[src/psram_bus_pkg.sv]
// Constants and types shared by the DDR pseudo-static RAM bus port
package psram_bus_pkg;

	// ------------------------------------------------------------
	// Clock and timing
	// ------------------------------------------------------------
	localparam int CLK_PERIOD_NS      = 10;
	localparam int ACC_TIME_NS        = 40;   // Access time
	localparam int CLK_STOP_EXTRA_NS  = 30;   // Margin beyond access time
	localparam int CLK_STOP_CYC       = (ACC_TIME_NS + CLK_STOP_EXTRA_NS + CLK_PERIOD_NS - 1) / CLK_PERIOD_NS;
	localparam int DPD_CSL_NS         = 200;  // Least select-low time to wake
	localparam int DPD_CSL_CYC        = (DPD_CSL_NS + CLK_PERIOD_NS - 1) / CLK_PERIOD_NS;
	localparam int DPD_OUT_US         = 150;  // Longest wake-up time
	localparam int DPD_OUT_CYC        = (DPD_OUT_US * 1000) / CLK_PERIOD_NS;

	// ------------------------------------------------------------
	// Framing and fields
	// ------------------------------------------------------------
	localparam int CA_BYTES           = 6;    // Command-address bytes
	localparam int CA_RW_BIT          = 47;   // 1 = read
	localparam int CA_REG_BIT         = 46;   // 1 = register space
	localparam int LAT_CLKS           = 6;    // Initial latency in clocks
	localparam int CNT_W              = 16;
	localparam int PD_CTRL_BIT        = 15;   // power_down_control_bit
	localparam logic [7:0] CR0_ADDR_HI = 8'h01; // Register address byte 4 selecting CR0

	// ------------------------------------------------------------
	// Bus states
	// ------------------------------------------------------------
	typedef enum logic [2:0] {
		ST_STANDBY,
		ST_CMD_ADDR,
		ST_LAT_READ,
		ST_LAT_WRITE,
		ST_READ_DATA,
		ST_WRITE_DATA,
		ST_ZL_WRITE,
		ST_DEEP_PD
	} bus_state_t;

endpackage : psram_bus_pkg

[src/edge_sync.sv]
// Two-flop synchroniser with edge detection for bus pins
`timescale 1ns/100ps
module edge_sync #(
	parameter int           W    = 1,
	parameter logic [W-1:0] IDLE = '0   // Pin level while the bus is idle
) (
	// Clock and reset
	input  wire logic         clk,
	input  wire logic         arst_n,
	// Pin in, synchronised level and edges out
	input  wire logic [W-1:0] pin,
	output logic      [W-1:0] level,
	output logic      [W-1:0] rise,
	output logic      [W-1:0] fall
);
	logic [W-1:0] meta_r;
	logic [W-1:0] sync_r;
	logic [W-1:0] last_r;

	// ------------------------------------------------------------
	// Synchroniser: first flop is read only by the second
	// ------------------------------------------------------------
	always_ff @(posedge clk or negedge arst_n) begin
		// Start at the idle level so that leaving reset shows no false edge
		if (!arst_n) begin
			meta_r <= IDLE;
			sync_r <= IDLE;
			last_r <= IDLE;
		end else begin
			meta_r <= pin;
			sync_r <= meta_r;
			last_r <= sync_r;
		end
	end

	// Edges come from the settled flops only
	assign level = sync_r;
	assign rise  = sync_r & ~last_r;
	assign fall  = ~sync_r & last_r;

endmodule : edge_sync

[src/psram_bus_port.sv]
// Device side bus state machine of the DDR pseudo-static RAM
`timescale 1ns/100ps
// Contract
// - Read latency: strobe low, data released
// - Write latency: strobe and data released
// - Strobe always driven during command-address
// - Zero-latency write: strobe low or released
// - Zero-latency writes store every byte until deep power down is entered
// - Driven signals hold stable levels
// - Clearing power-down bit enters deep power down
// - Select pulse or reset exits power down
// - Clock parked low enters clock stop, read held
module psram_bus_port
	import psram_bus_pkg::*;
#(
	parameter int DPD_OUT_CYCLES = DPD_OUT_CYC,
	parameter bit EXTRA_LATENCY  = 1'b0
) (
	// Clock and reset
	input  wire logic        clk,
	input  wire logic        arst_n,
	// Bus pins from the host
	input  wire logic        cs_n,
	input  wire logic        reset_n,
	input  wire logic        bus_clock_true,
	input  wire logic        bus_clock_complement,
	// Data lines
	input  wire logic [7:0]  dq_in,
	output logic      [7:0]  dq_out,
	output logic             dq_oe,
	// Strobe and mask line
	input  wire logic        strobe_mask_line_in,
	output logic             strobe_mask_line_out,
	output logic             strobe_mask_line_oe,
	// Array side
	output logic             wr_en,
	output logic      [7:0]  wr_data,
	output logic      [31:0] wr_addr,
	output logic             rd_en,
	output logic      [31:0] rd_addr,
	input  wire logic [7:0]  rd_data,
	// Status
	output logic             deep_power_down,
	output logic             clock_stopped
);
	import psram_bus_pkg::*;

	bus_state_t         state_r, state_nxt;
	logic [47:0]        ca_r;
	logic [CNT_W-1:0]   cnt_r;
	logic [CNT_W-1:0]   idle_r;
	logic [CNT_W-1:0]   wake_r;
	logic [31:0]        addr_r;
	logic [7:0]         dq_out_r;
	logic               dq_oe_r, rw_out_r, rw_oe_r;
	logic               wr_en_r, rd_en_r, dpd_r, stop_r;
	logic [7:0]         wr_data_r;
	logic [31:0]        wr_addr_r, rd_addr_r;
	logic               cs_lvl, cs_rise, cs_fall, rst_lvl;
	logic               ck_rise, ck_fall, ck_lvl, ckn_lvl, rw_lvl;
	logic [7:0]         dq_lvl;

	// Truncate a cycle count to the counter width
	function automatic logic [CNT_W-1:0] cyc(input int n);
		return CNT_W'(n);
	endfunction : cyc

	// ------------------------------------------------------------
	// Pin synchronisers
	// ------------------------------------------------------------
	edge_sync #(.W(1), .IDLE(1'b1)) u_cs (.clk(clk), .arst_n(arst_n), .pin(cs_n),
		.level(cs_lvl), .rise(cs_rise), .fall(cs_fall));
	edge_sync #(.W(1), .IDLE(1'b1)) u_rst (.clk(clk), .arst_n(arst_n), .pin(reset_n),
		.level(rst_lvl), .rise(), .fall());
	edge_sync #(.W(1)) u_ck (.clk(clk), .arst_n(arst_n), .pin(bus_clock_true),
		.level(ck_lvl), .rise(ck_rise), .fall(ck_fall));
	edge_sync #(.W(1), .IDLE(1'b1)) u_ckn (.clk(clk), .arst_n(arst_n), .pin(bus_clock_complement),
		.level(ckn_lvl), .rise(), .fall());
	edge_sync #(.W(1)) u_rw (.clk(clk), .arst_n(arst_n), .pin(strobe_mask_line_in),
		.level(rw_lvl), .rise(), .fall());
	edge_sync #(.W(8)) u_dq (.clk(clk), .arst_n(arst_n), .pin(dq_in),
		.level(dq_lvl), .rise(), .fall());

	// ------------------------------------------------------------
	// Decode
	// ------------------------------------------------------------
	wire ck_edge   = ck_rise | ck_fall;           // DDR: one byte per edge
	wire selected  = ~cs_lvl;
	wire is_reg    = ca_r[CA_REG_BIT];
	wire ca_done   = ck_edge && cnt_r == cyc(CA_BYTES - 1);
	wire lat_done  = ck_edge && cnt_r == cyc(2 * LAT_CLKS * (EXTRA_LATENCY ? 2 : 1) - 1);
	wire [47:0] ca_full = {ca_r[39:0], dq_lvl};
	wire pd_write  = is_reg && ca_r[15:8] == CR0_ADDR_HI && cnt_r == '0 && ck_edge
		&& !dq_lvl[PD_CTRL_BIT-8];                  // High byte first
	wire wake_ok   = cs_rise && wake_r >= cyc(DPD_CSL_CYC);
	wire mask_ok   = state_r == ST_ZL_WRITE || !rw_lvl;

	// ------------------------------------------------------------
	// Next state
	// ------------------------------------------------------------
	always_comb begin
		state_nxt = state_r;
		unique case (state_r)
			ST_STANDBY:    if (cs_fall) state_nxt = ST_CMD_ADDR;
			ST_CMD_ADDR:   if (ca_done) state_nxt = ca_full[CA_RW_BIT] ? ST_LAT_READ :
				ca_full[CA_REG_BIT] ? ST_ZL_WRITE : ST_LAT_WRITE;
			ST_LAT_READ:   if (lat_done) state_nxt = ST_READ_DATA;
			ST_LAT_WRITE:  if (lat_done) state_nxt = ST_WRITE_DATA;
			ST_READ_DATA:  state_nxt = state_r;
			ST_WRITE_DATA: state_nxt = state_r;
			ST_ZL_WRITE:   if (pd_write) state_nxt = ST_DEEP_PD;
			ST_DEEP_PD:    if (wake_ok || wake_r == cyc(1)) state_nxt = ST_DEEP_PD;
		endcase
		if (state_r != ST_DEEP_PD && state_r != ST_ZL_WRITE && !selected)
			state_nxt = ST_STANDBY;
		if (state_r == ST_DEEP_PD && wake_ok)
			state_nxt = ST_STANDBY;
		if (!rst_lvl)
			state_nxt = ST_STANDBY;
	end

	// ------------------------------------------------------------
	// State, counters and capture
	// ------------------------------------------------------------
	always_ff @(posedge clk or negedge arst_n) begin
		if (!arst_n) begin
			state_r <= ST_STANDBY;
			cnt_r   <= '0;
			ca_r    <= '0;
			addr_r  <= '0;
			wake_r  <= '0;
		end else begin
			state_r <= (state_r == ST_ZL_WRITE && !selected && !pd_write) ? ST_STANDBY : state_nxt;
			if (state_nxt != state_r)
				cnt_r <= '0;
			else if (ck_edge)
				cnt_r <= cnt_r + 1'b1;
			if (state_r == ST_CMD_ADDR && ck_edge)
				ca_r <= ca_full;
			if (state_r == ST_CMD_ADDR && ca_done)
				addr_r <= {ca_full[36:8], ca_full[2:0]};
			else if ((state_r == ST_READ_DATA || state_r == ST_WRITE_DATA || state_r == ST_ZL_WRITE) && ck_edge)
				addr_r <= addr_r + 1'b1;
			wake_r <= (state_r == ST_DEEP_PD && selected) ? wake_r + 1'b1 : '0;
		end
	end

	// ------------------------------------------------------------
	// Clock stop detection: no bus clock edge for the limit
	// ------------------------------------------------------------
	always_ff @(posedge clk or negedge arst_n) begin
		if (!arst_n) begin
			idle_r <= '0;
			stop_r <= 1'b0;
		end else begin
			idle_r <= (ck_edge || !selected) ? '0 : (idle_r == cyc(CLK_STOP_CYC) ? idle_r : idle_r + 1'b1);
			stop_r <= selected && !ck_edge && idle_r >= cyc(CLK_STOP_CYC - 1) && !ck_lvl && ckn_lvl;
		end
	end

	// ------------------------------------------------------------
	// Pin drive: owner per bus state
	// ------------------------------------------------------------
	always_ff @(posedge clk or negedge arst_n) begin
		if (!arst_n) begin
			dq_out_r <= 8'h00;
			dq_oe_r  <= 1'b0;
			rw_out_r <= 1'b0;
			rw_oe_r  <= 1'b0;
		end else begin
			unique case (state_nxt)
				ST_CMD_ADDR:   begin dq_oe_r <= 1'b0; rw_oe_r <= 1'b1; rw_out_r <= EXTRA_LATENCY; end
				ST_LAT_READ:   begin dq_oe_r <= 1'b0; rw_oe_r <= 1'b1; rw_out_r <= 1'b0; end
				ST_LAT_WRITE:  begin dq_oe_r <= 1'b0; rw_oe_r <= 1'b0; end
				ST_READ_DATA:  begin dq_oe_r <= 1'b1; rw_oe_r <= 1'b1; end
				ST_ZL_WRITE:   begin dq_oe_r <= 1'b0; rw_oe_r <= 1'b1; rw_out_r <= 1'b0; end
				ST_STANDBY, ST_WRITE_DATA, ST_DEEP_PD: begin
					dq_oe_r  <= 1'b0;
					rw_oe_r  <= 1'b0;
					rw_out_r <= 1'b0;
				end
			endcase
			// Read data held while the clock is stopped
			if (state_r == ST_READ_DATA && ck_edge) begin
				dq_out_r <= rd_data;
				rw_out_r <= ck_rise;                     // Strobe follows clock
			end
		end
	end

	// ------------------------------------------------------------
	// Array strobes
	// ------------------------------------------------------------
	always_ff @(posedge clk or negedge arst_n) begin
		if (!arst_n) begin
			wr_en_r   <= 1'b0;
			wr_data_r <= 8'h00;
			wr_addr_r <= '0;
			rd_en_r   <= 1'b0;
			rd_addr_r <= '0;
			dpd_r     <= 1'b0;
		end else begin
			wr_en_r   <= (state_r == ST_WRITE_DATA || state_r == ST_ZL_WRITE) && ck_edge && mask_ok;
			wr_data_r <= dq_lvl;
			wr_addr_r <= addr_r;
			rd_en_r   <= state_r == ST_READ_DATA && ck_edge;
			rd_addr_r <= addr_r;
			dpd_r     <= state_nxt == ST_DEEP_PD;
		end
	end

	assign dq_out               = dq_out_r;
	assign dq_oe                = dq_oe_r;
	assign strobe_mask_line_out = rw_out_r;
	assign strobe_mask_line_oe  = rw_oe_r;
	assign wr_en                = wr_en_r;
	assign wr_data              = wr_data_r;
	assign wr_addr              = wr_addr_r;
	assign rd_en                = rd_en_r;
	assign rd_addr              = rd_addr_r;
	assign deep_power_down      = dpd_r;
	assign clock_stopped        = stop_r;

	// ------------------------------------------------------------
	// Checks
	// ------------------------------------------------------------
	AST_READ_LAT: assert property (@(posedge clk) disable iff (!arst_n)
		state_r == ST_LAT_READ && $past(state_r) == ST_LAT_READ |-> rw_oe_r && !rw_out_r && !dq_oe_r)
		else $error("read latency drive wrong");
	AST_WRITE_LAT: assert property (@(posedge clk) disable iff (!arst_n)
		state_r == ST_LAT_WRITE |-> !dq_oe_r && !rw_oe_r)
		else $error("write latency drive wrong");
	AST_CA_STROBE: assert property (@(posedge clk) disable iff (!arst_n)
		state_r == ST_CMD_ADDR |-> rw_oe_r)
		else $error("strobe not driven in command phase");
	AST_ZL_LOW: assert property (@(posedge clk) disable iff (!arst_n)
		state_r == ST_ZL_WRITE && $past(state_r) == ST_ZL_WRITE |-> !rw_out_r && !dq_oe_r)
		else $error("zero latency strobe not low");
	AST_ZL_NOMASK: assert property (@(posedge clk) disable iff (!arst_n)
		state_r == ST_ZL_WRITE && ck_edge |=> wr_en_r)
		else $error("zero latency byte dropped");
	AST_IDLE_REL: assert property (@(posedge clk) disable iff (!arst_n)
		state_r == ST_STANDBY ##1 state_r == ST_STANDBY |-> !dq_oe_r && !rw_oe_r)
		else $error("bus driven in standby");
	AST_DPD_FLAG: assert property (@(posedge clk) disable iff (!arst_n)
		state_r == ST_ZL_WRITE && pd_write |=> state_r == ST_DEEP_PD ##0 dpd_r)
		else $error("deep power down not entered");
	AST_DPD_EXIT: assert property (@(posedge clk) disable iff (!arst_n)
		state_r == ST_DEEP_PD && wake_ok |=> state_r == ST_STANDBY)
		else $error("deep power down not left");
	AST_STOP_HOLD: assert property (@(posedge clk) disable iff (!arst_n)
		state_r == ST_READ_DATA && !ck_edge |=> $stable(dq_out_r))
		else $error("read data moved without clock");
	COV_READ: cover property (@(posedge clk) disable iff (!arst_n) state_r == ST_READ_DATA);
	COV_WRITE: cover property (@(posedge clk) disable iff (!arst_n) state_r == ST_WRITE_DATA);
	COV_DPD: cover property (@(posedge clk) disable iff (!arst_n) state_r == ST_DEEP_PD ##1 state_r == ST_STANDBY);
	COV_STOP: cover property (@(posedge clk) disable iff (!arst_n) stop_r);

endmodule : psram_bus_port

[config.mk]
export PLATFORM = sky130hd
export DESIGN_NAME = psram_bus_port
export DESIGN_NICKNAME = d
export VERILOG_FILES = /design/src/psram_bus_pkg.sv /design/src/edge_sync.sv /design/src/psram_bus_port.sv
export SDC_FILE = /design/constraint.sdc
export NUM_CORES = 1
export LEC_CHECK = 0
export ABC_AREA = 1
export BUFFER_PORTS_ARGS = -buffer_cell sky130_fd_sc_hd__buf_4
export CAP_MARGIN = 10
export CORE_UTILIZATION = 45
export DETAILED_ROUTE_END_ITERATION = 10
export SLEW_MARGIN = 25
export SYNTH_ARGS = -nofsm -noshare
export SYNTH_HDL_FRONTEND = slang
export SYNTH_HIERARCHICAL = 1
export SYNTH_SLANG_ARGS = --single-unit
[constraint.sdc]
create_clock -name clk -period 2.3 [get_ports clk]
set_clock_uncertainty 0.15 [all_clocks]
set_input_delay 0.23 -clock clk [delete_from_list [all_inputs] [get_ports clk]]
set_output_delay 0.23 -clock clk [all_outputs]
set_load 0.005 [all_outputs]
After elaboration in Yosys (flattened, before gate mapping)
Index checks and enable logic that the tools add are counted.
{"block": "totals", "input_bits": 23, "regBits": 213, "output_inout_bits": 87, "wordCells": 137}
{"block": "op_classes", "addsub": 4, "bitwise_logic": 9, "n_eq_ne": 23, "n_reduce_logical": 45, "mux": 24, "magnitude_cmp": 2}
{"cell": "$mux 16", "count": 5}
{"cell": "$mux 32", "count": 2}
{"cell": "$add 16x1->16 const B", "count": 3}
{"cell": "$mux 3", "count": 12}
{"cell": "$add 32x1->32 const B", "count": 1}
{"cell": "$eq 16x3->1 const B", "count": 2}
{"cell": "$eq 3x3->1 const B", "count": 8}
{"cell": "$logic_and 1x1->1", "count": 23}
{"cell": "$pmux 3 s7", "count": 1}
{"cell": "$eq 16x1->1 const B", "count": 1}
{"cell": "$eq 16x4->1 const B", "count": 1}
{"cell": "$ge 16x3->1 const B", "count": 1}
{"cell": "$ge 16x5->1 const B", "count": 1}
{"cell": "$logic_not 16->1", "count": 1}
{"cell": "$eq 3x2->1 const B", "count": 4}
{"cell": "$eq 8x1->1 const B", "count": 1}
{"cell": "$reduce_or 4->1", "count": 2}
{"cell": "$reduce_or 7->1", "count": 1}
{"cell": "$eq 3x1->1 const B", "count": 2}
{"cell": "$logic_not 3->1", "count": 2}
{"cell": "$logic_or 1x1->1", "count": 6}
{"cell": "$ne 3x3->1 const B", "count": 2}
{"cell": "$reduce_bool 2->1", "count": 3}
{"cell": "$reduce_or 6->1", "count": 1}
{"cell": "9 further kinds", "count": 21}

Logic depth before layout (Yosys ltp)
Gate-level depths: netlist of the first run.
{"block": "depth", "depth_word": 14, "mapped_depth": 15, "ltp_nobuf": 14}

By module
Netlist of the first run, hierarchy kept.
{"module": "psram_bus_port", "n_inst": 1, "seq_area_each_um2": 4304.1, "area_per_inst_um2": 8122.8, "cells_each": 933}
{"module": "edge_sync (u_dq)", "n_inst": 1, "seq_area_each_um2": 600.6, "area_per_inst_um2": 720.7, "cells_each": 56}
{"module": "edge_sync (u_ckn ...)", "n_inst": 3, "seq_area_each_um2": 78.8, "area_per_inst_um2": 93.8, "cells_each": 7}
{"module": "edge_sync (u_ck ...)", "n_inst": 2, "seq_area_each_um2": 75.1, "area_per_inst_um2": 90.1, "cells_each": 7}

Worst setup path before layout of the first run
Ideal clock, no wire load.
{"block": "synth_path", "kind": "register to register", "startpoint": "register u_ck.sync_r (netlist: u_ck/level)", "endpoint": "register cnt_r[13]", "t_arrival_ns": 1.781, "slack_ns": 0.300, "stages_incl_launch_ff": 16, "t_required_ns": 2.081, "synth_period_minus_slack_ns": 2.000, "setup_time_ns": 0.069, "path_buffers": 1, "path_cell_list": "dfrtp_1 inv_1 nor2_1 nor2_4 inv_2 nand2_1 nor2_4 nand3_4 nand3_2 nand2_4 nand2_2 nand2_2 nor2_4 nand2_4 buf_6 nor2_2"}
{"block": "synth_via", "elab_cells_between_ends": 19, "cone_classes": "eq/ne (1); mux (9); bitwise (4); reduce/logical (5)"}
{"element": "start, declared", "line": "edge_sync.sv:17", "rtl": "logic [W-1:0] sync_r;"}
{"element": "start signal, assigned", "line": "edge_sync.sv:31", "rtl": "sync_r <= meta_r;"}
{"element": "$and 1x1->1 (*)", "line": "edge_sync.sv:38", "rtl": "assign rise = sync_r & ~last_r;"}
{"element": "via ck_rise", "line": "psram_bus_port.sv:60", "rtl": "logic ck_rise, ck_fall, ck_lvl, ckn_lvl, rw_lvl;"}
{"element": "$or 1x1->1 (*)", "line": "psram_bus_port.sv:87", "rtl": "wire ck_edge = ck_rise | ck_fall;"}
{"element": "$logic_and 1x1->1", "line": "psram_bus_port.sv:93", "rtl": "wire pd_write = is_reg && ca_r[15:8] == CR0_ADDR_HI && cnt_r == '0 && ck_edge"}
{"element": "$logic_and 1x1->1", "line": "psram_bus_port.sv:94", "rtl": "&& !dq_lvl[PD_CTRL_BIT-8];"}
{"element": "$mux 3", "line": "psram_bus_port.sv:111", "rtl": "ST_ZL_WRITE: if (pd_write) state_nxt = ST_DEEP_PD;"}
{"element": "$pmux 3 s7", "line": "psram_bus_port.sv:103", "rtl": "unique case (state_r)"}
{"element": "$mux 3", "line": "psram_bus_port.sv:114", "rtl": "if (state_r != ST_DEEP_PD && state_r != ST_ZL_WRITE && !selected)"}
{"element": "$mux 3", "line": "psram_bus_port.sv:116", "rtl": "if (state_r == ST_DEEP_PD && wake_ok)"}
{"element": "$mux 3", "line": "psram_bus_port.sv:118", "rtl": "if (!rst_lvl)"}
{"element": "$ne 3x3->1", "line": "psram_bus_port.sv:134", "rtl": "if (state_nxt != state_r)"}
{"element": "$mux 16 / $reduce_bool 2->1 (equally long branches)"}
{"element": "end signal, assigned", "line": "psram_bus_port.sv:137", "rtl": "cnt_r <= cnt_r + 1'b1;"}
{"element": "end, declared", "line": "psram_bus_port.sv:50", "rtl": "logic [CNT_W-1:0] cnt_r;"}
Mark *: on every way through the listed nets, which the timed path passes. The rest lies on a longest branch.
A chain may end at the register's enable or synchronous reset.

Worst setup path in the final report of the first run
{"block": "layout_path", "startpoint": "register u_ck.sync_r (netlist: u_ck/level)", "endpoint": "register cnt_r[15]"}
{"block": "layout_via", "elab_chain_len": 12, "elab_cells_between_ends": 19, "cone_classes": "eq/ne (1); mux (9); bitwise (4); reduce/logical (5)"}
{"element": "$not 1->1 (*)", "line": "edge_sync.sv:39", "rtl": "assign fall = ~sync_r & last_r;"}
{"element": "$and 1x1->1 (*)", "line": "edge_sync.sv:39"}
{"element": "via ck_fall", "line": "psram_bus_port.sv:60"}
{"element": "$or 1x1->1 (*)", "line": "psram_bus_port.sv:87"}
{"element": "$logic_and 1x1->1", "line": "psram_bus_port.sv:93"}
{"element": "$logic_and 1x1->1", "line": "psram_bus_port.sv:94"}
{"element": "$mux 3", "line": "psram_bus_port.sv:111"}
{"element": "$pmux 3 s7", "line": "psram_bus_port.sv:103"}
{"element": "$mux 3", "line": "psram_bus_port.sv:114"}
{"element": "$mux 3", "line": "psram_bus_port.sv:116"}
{"element": "$mux 3", "line": "psram_bus_port.sv:118"}
{"element": "$ne 3x3->1", "line": "psram_bus_port.sv:134"}
{"element": "$mux 16 / $reduce_bool 2->1 (equally long branches)"}
Marks and branches as above.

==> key figures, run 1 <==
Clock network
  – Cts bufs inserted: 17
  – CTS tree: built
  – Root Buffer: clkbuf_16
  – CTS sink cnt: 200
  – Clock Pin Slew Worst Setup and Hold Paths: 0.07 ns
  – Clk_lat worst skew: 0.43 ns
  – Max clock buf depth: 2
  – CTS H-tree depth: 4

Floorplan
  – DIE HEIGHT: 142.3 um
  – Total core area: 19,020 um^2
  – Boundary Pins: 110
  – Initial core utilization: 0.4660
  – Die ar.: 20,260 um^2
  – FP Rows: 50
  – DIE WIDTH: 142.3 um

Layout
  – Number of nets in the layout: 1,125
  – Layout area overhead: 20.87%
  – Layout cell share with drive strength beyond 1: 0.1933
  – Final cell count without fillers: 1,367
  – N_diodes: 0

Timing
  – Final hold violations: 0
  – Fmax: 458.1 MHz
  – Period utilization: 0.9491
  – Least-Margin Pin Slew: 0.4941 ns
  – Fin Setup TNS: 0 ns
  – Worst Hold Slack: 0.1915 ns
  – Tmin final: 2.183 ns
  – Unrepaired setup endpoints after global routing: yes
  – Final Max Tran Viols: 0
  – Max_slew headroom: 0.6695
  – Setup violators final: 0

Routing
  – Post-Route WL: 18,250 um
  – 1st-pass router iterations: 4
  – DRC: 0
  – Starting DRT DRC Count: 304
  – DR WL/cell: 13.35 um
  – Routed vias: 6,565
  – Drt via density: 4.802
  – Antenna-violating nets left: 0

Power
  – LEAKAGE: 0.005172 uW
  – Power Density: 754.6 nW/um^2
  – VDD IR max: 0.5498 mV

Placement
  – Port Buf Inserts: 109
  – Cells after DPL: 1,311
  – Gpl congestion: 0.8282
  – Post-DP HPWL: 13,100 um

Yosys
  – Yosys Warn Count: 6
  – Mapped Cells: 969
  – Post-Syn Area: 8862 um^2
  – Synth Area per Inst: 9.146 um^2
  – Synthesized Nets: 1,000

GRT
  – Pin count of the biggest net entering global routing: 59
  – Congestion Overflow GR: 0
  – First-pass GRT wire length: 30,240 um
  – All-Layer GR Usage: 0.1912
  – Vias in the first global route: 6,290
  – Initial antenna violation count: 0

Worst setup path
  – Worst R2R End: cnt_r[15]
  – CP Capture Type: register
  – Arrival @ worst endpoint: 2.39 ns
  – R2R depth: 13
  – Crit Path Category: reg -> reg
  – Reg-to-Reg Start: u_ck/level
  – CP Max Fanout: 9
  – FF-to-FF setup slack: 0.12 ns
  – Worst Setup Start Kind: register
  – CP required: 2.51 ns

Outcome
  – Outcome: complete, no violations

Min path
  – Hold crit path type: in -> async

Job
  – Max Cap Violations: 0
## placed cells by master (no fill, tap or decap), types with 4 or more instances in the layout
| cell | instances |
|---|---|
| nand2_1 | 200 |
| dfrtp_1 | 193 |
| buf_4 | 128 |
| nor2_1 | 117 |
| inv_1 | 111 |
| nand3_1 | 45 |
| o21ai_0 | 44 |
| a21oi_1 | 37 |
| xor2_1 | 29 |
| nor3_1 | 22 |
| dlygate4sd3_1 | 22 |
| clkbuf_16 | 17 |
| nand4_1 | 14 |
| nor2_2 | 12 |
| xnor2_1 | 9 |
| o211ai_1 | 8 |
| o221ai_1 | 8 |
| ha_1 | 7 |
| dfstp_2 | 7 |
| nand2_2 | 6 |
| mux2_2 | 6 |
| nor2_4 | 4 |
| nor4_1 | 4 |
| clkinvlp_4 | 4 |
| clkinv_4 | 4 |
| clkbuf_1 | 4 |
| buf_12 | 4 |
## critical path, cell delays in order, from the launching register on
cell and delay, ns:
dfrtp_1 0.41, nor2_1 0.19, nor2_4 0.07, inv_2 0.16
nand2_1 0.12, nor2_4 0.13, nand3_4 0.12, nand3_4 0.12
nand2_4 0.07, nand2_2 0.06, nand2_2 0.06, nor2_4 0.21
nand2_4 0.13, nor2_1 0.12
## per-layer routing
metal | up-vias | GRT usage | routed length, um | share of wire
met3 | 20 | 0.03062 | 560 | 0.031
met4 | 0 | 0.06791 | 341 | 0.019
met5 | - | 0 | 0 | 0
met1 | 3098 | 0.2461 | 8412 | 0.46
met2 | 118 | 0.3266 | 8935 | 0.49
li1 | 3329 | - | - | -
## per-stage QoR
step | utilization | power [uW] | setup slack [ns] | area [um^2]
6_report | 0.5632 | 8083 | 0.1171 | 10710
5_1_grt | 0.5632 | 8517 | -0.03100 | 10710
4_1_cts | 0.5607 | 8159 | 0.08073 | 10660
3_5_place_dp | 0.5211 | 5381 | 0.1161 | 9910
3_3_place_gp | 0.5211 | 5359 | 0.1462 | 9910
2_1_floorplan | - | 4864 | 0.3005 | 8862
## how the worst max path moves through the flow
stage	startpoint	endpoint	cells after the start	slack [ns]
2_1_floorplan	u_ck/level	cnt_r[13]	15	0.30
3_3_place_gp	cnt_r[1]	cnt_r[4]	13	0.15
3_5_place_dp	u_ck/level	cnt_r[15]	11	0.12
4_1_cts	u_ck/level	cnt_r[15]	11	0.08
5_1_grt	u_ck/level	cnt_r[4]	14	-0.03
6_report	u_ck/level	cnt_r[15]	13	0.12
## registers in the layout, summed over array words and instances (netlist names), 3 cells and up
register,count
cnt_r,16
state_r,3
u_dq/meta_r,8
wake_r,16
u_dq/level,8
wr_data,8
ca_r,34
rd_addr,32
dq_out,8
idle_r,16
addr_r,32
## final cells by class
type,count,area [um^2]
clock inverters,11,93.84
inverters,115,431.7
multi-input cells,605,3132
repair buffers,155,1275
well taps,260,325.3
fillers,1758,8307
flip-flops and latches,200,5014
clock buffers,21,440.4
## power breakdown
group          switching [uW]  total, uW  internal, uW
Combinational             550       1100           553
Clock                    1330       2740          1410
Sequential                319       4240          3930
## repair_timing
action,4_1_cts,5_1_grt
hold buffers,22,0
setup endpoints to repair,0,23
setup buffers,0,1
endpoints found under the hold margin,76,0
gates resized for setup,0,9
Note: power is estimated with default switching activity, not from simulation.
==> inputs of run 2 (changes only) <==
--- a/config.mk
+++ b/config.mk
@@ -8,8 +8,11 @@
 export ABC_AREA = 1
 export BUFFER_PORTS_ARGS = -buffer_cell sky130_fd_sc_hd__buf_4
 export CAP_MARGIN = 10
+export CELL_PAD_IN_SITES_DETAIL_PLACEMENT = 1
+export CELL_PAD_IN_SITES_GLOBAL_PLACEMENT = 1
 export CORE_UTILIZATION = 45
 export DETAILED_ROUTE_END_ITERATION = 10
+export PLACE_DENSITY_LB_ADDON = 0.1
 export SLEW_MARGIN = 25
 export SYNTH_ARGS = -nofsm -noshare
 export SYNTH_HDL_FRONTEND = slang
==> key figures, run 2 (synthesis results as in run 1) <==
Clock network
  – Max clock buf depth: 2
  – Clock Pin Slew Worst Setup and Hold Paths: 0.07 ns
  – CTS tree: built
  – CTS sink cnt: 200
  – Setup Buffers After CTS: 0
  – Root Buffer: clkbuf_16
  – Clk_lat worst skew: 0.44 ns
  – Cts bufs inserted: 17
  – CTS H-tree depth: 4

Timing
  – Least-Margin Pin Slew: 0.5043 ns
  – Fmax: 471.2 MHz
  – Period utilization: 0.9226
  – Final hold violations: 0
  – Tmin final: 2.122 ns
  – Unrepaired setup endpoints after global routing: yes
  – Final Max Tran Viols: 0
  – Max_slew headroom: 0.6638
  – Setup violators final: 0

Layout
  – Layout area overhead: 21.90%
  – Design Area, Final: 10,800 um^2
  – Leading cell types in the layout, fill and taps excluded: nand2_1 (200), dfrtp_1 (193), buf_4 (126)
  – Fin util: 0.5680
  – Fillers: 2,224
  – N_diodes: 0
  – Most common cell after layout, fill and taps aside: nand2_1
  – Number of nets in the layout: 1,125
  – Layout cell share with drive strength beyond 1: 0.2005
  – Max reg flops: 34
  – Biggest register: ca_r

Floorplan
  – FP Rows: 50
  – DIE HEIGHT: 142.3 um
  – Die ar.: 20,260 um^2
  – Total core area: 19,020 um^2
  – Boundary Pins: 110
  – Initial core utilization: 0.4660
  – DIE WIDTH: 142.3 um

Outcome
  – Outcome: complete, no violations

Job
  – Max Cap Violations: 0

Min path
  – Hold crit path type: in -> async

Worst setup path
  – Worst-path cell chain: inv_1 > nor2_1 > nor2_4 > inv_4 > nand4_1 > nor3_4 > inv_1 > nor3_1 > xor2_1 > inv_1 > nor2_1
  – CP required: 2.52 ns
  – Arrival @ worst endpoint: 2.35 ns
  – CP max-delay cell: dfrtp_1
  – FF-to-FF setup slack: 0.18 ns
  – CP Capture Type: register
  – Crit-path max cell delay: 0.39 ns
  – Worst Setup Start Kind: register
  – Crit Path Category: reg -> reg
  – Critical Path Most Common Cell: inv_1
  – CP Max Fanout: 9

Routing
  – Post-Route WL: 22,670 um
  – Routed vias: 6,845
  – Antenna-violating nets left: 0
  – DRC: 0
  – DR WL/cell: 16.59 um
  – Drt via density: 5.007
  – 1st-pass router iterations: 4
  – Starting DRT DRC Count: 245

GRT
  – Initial antenna violation count: 0
  – Pin count of the biggest net entering global routing: 61
  – All-Layer GR Usage: 0.2393
  – M2 GR Usage: 0.4270
  – GRT busiest layer: met2
  – Congestion Overflow GR: 0
  – Met3 Resource Use GR: 0.03836
  – First-pass GRT wire length: 37,330 um
  – Met1 global-route usage: 0.2943
  – Vias in the first global route: 7,449

Power
  – Net Sw Power: 2290 uW
  – Cell Int Power: 6078 uW
  – Reg power frac: 0.509
  – VDD IR max: 0.5533 mV
  – LEAKAGE: 0.005214 uW
  – Power Density: 774.6 nW/um^2
  – Logic pwr share: 0.135
  – Switching fraction of total power: 0.2737
  – Clock share of power: 0.356

Placement
  – Placed cell areas: 9942 um^2
  – Port Buf Inserts: 109
  – Gpl congestion: 0.7992
  – Post-DP HPWL: 16,070 um
==> run 2: cell count changes in the layout (fill, tap and decap cells not counted), sizes merged <==
cell / change
bufinv: +2
clkbuf: -2
clkinv: +1
clkinvlp: -2
inv: +1
==> run 2: final cells by class <==
cell class | instances | area, um^2 | area share
clock inverter | 13 | 142.6 | 0.01320
sequential | 200 | 5014 | 0.4641
inverter | 115 | 434.2 | 0.04019
timing repair buffer | 155 | 1300 | 0.1203
multi-input combinational | 605 | 3154 | 0.2920
clock buffer | 19 | 432.9 | 0.04007
tap | 260 | 325.3 | 0.03011
==> run 2: critical path, delay by kind of cell, from the launching register on <==
kind | cells | cell delay, ns
simple gates | 6 | 1.01
flops | 1 | 0.39
buf+inv | 4 | 0.33
xor+xnor | 1 | 0.18
==> run 2: timing repair <==
item,CTS,global route
gates resized for setup,0,17
endpoints found under the hold margin,76,0
hold buffers,22,0
endpoints found under the setup margin,0,27
==> run 2: final timing paths <==
check	cells after the start	from	end
max	11	u_ck/last_r	cnt_r[15]
min	2	arst_n	wake_r[2]
max reg2reg	11	u_ck/last_r	cnt_r[15]
min reg2reg	0	u_dq/meta_r[7]	u_dq/level[7]
max in group asynchronous	3	arst_n	u_ckn/level
min in group clk	0	u_dq/meta_r[7]	u_dq/level[7]
==> run 2: routing by layer <==
layer,share of wire,up-vias
met5,0,-
met4,0.017,0
met3,0.030,28
met2,0.52,128
met1,0.44,3382
li1,-,3307
==> run 2: through the flow <==
stage                     total power [uW]  hold slack (ns)  TNS [ns]  worst slack, ns  std cells
final                                 8368           0.2015         0           0.1779       1367
after global placement                5357           0.1023         0           0.1869       1312
after global routing                  8772           0.2041  -0.02680         -0.01845       1367
after CTS                             8461           0.1888         0          0.01330       1366
after detailed placement              5441           0.1010         0          0.03179       1312
after floorplan                       4864          -0.2156         0           0.3005        969
==> run 2: power groups by stage <==
| stage | logic [uW] | registers [uW] | clock network [uW] |
|---|---|---|---|
| floorplan | 635 | 4230 | 0 |
| global placement | 1060 | 4300 | 0 |
| detailed placement | 1100 | 4340 | 0 |
| CTS | 1150 | 4270 | 3040 |
| global route | 1280 | 4320 | 3170 |
| finish | 1130 | 4260 | 2970 |
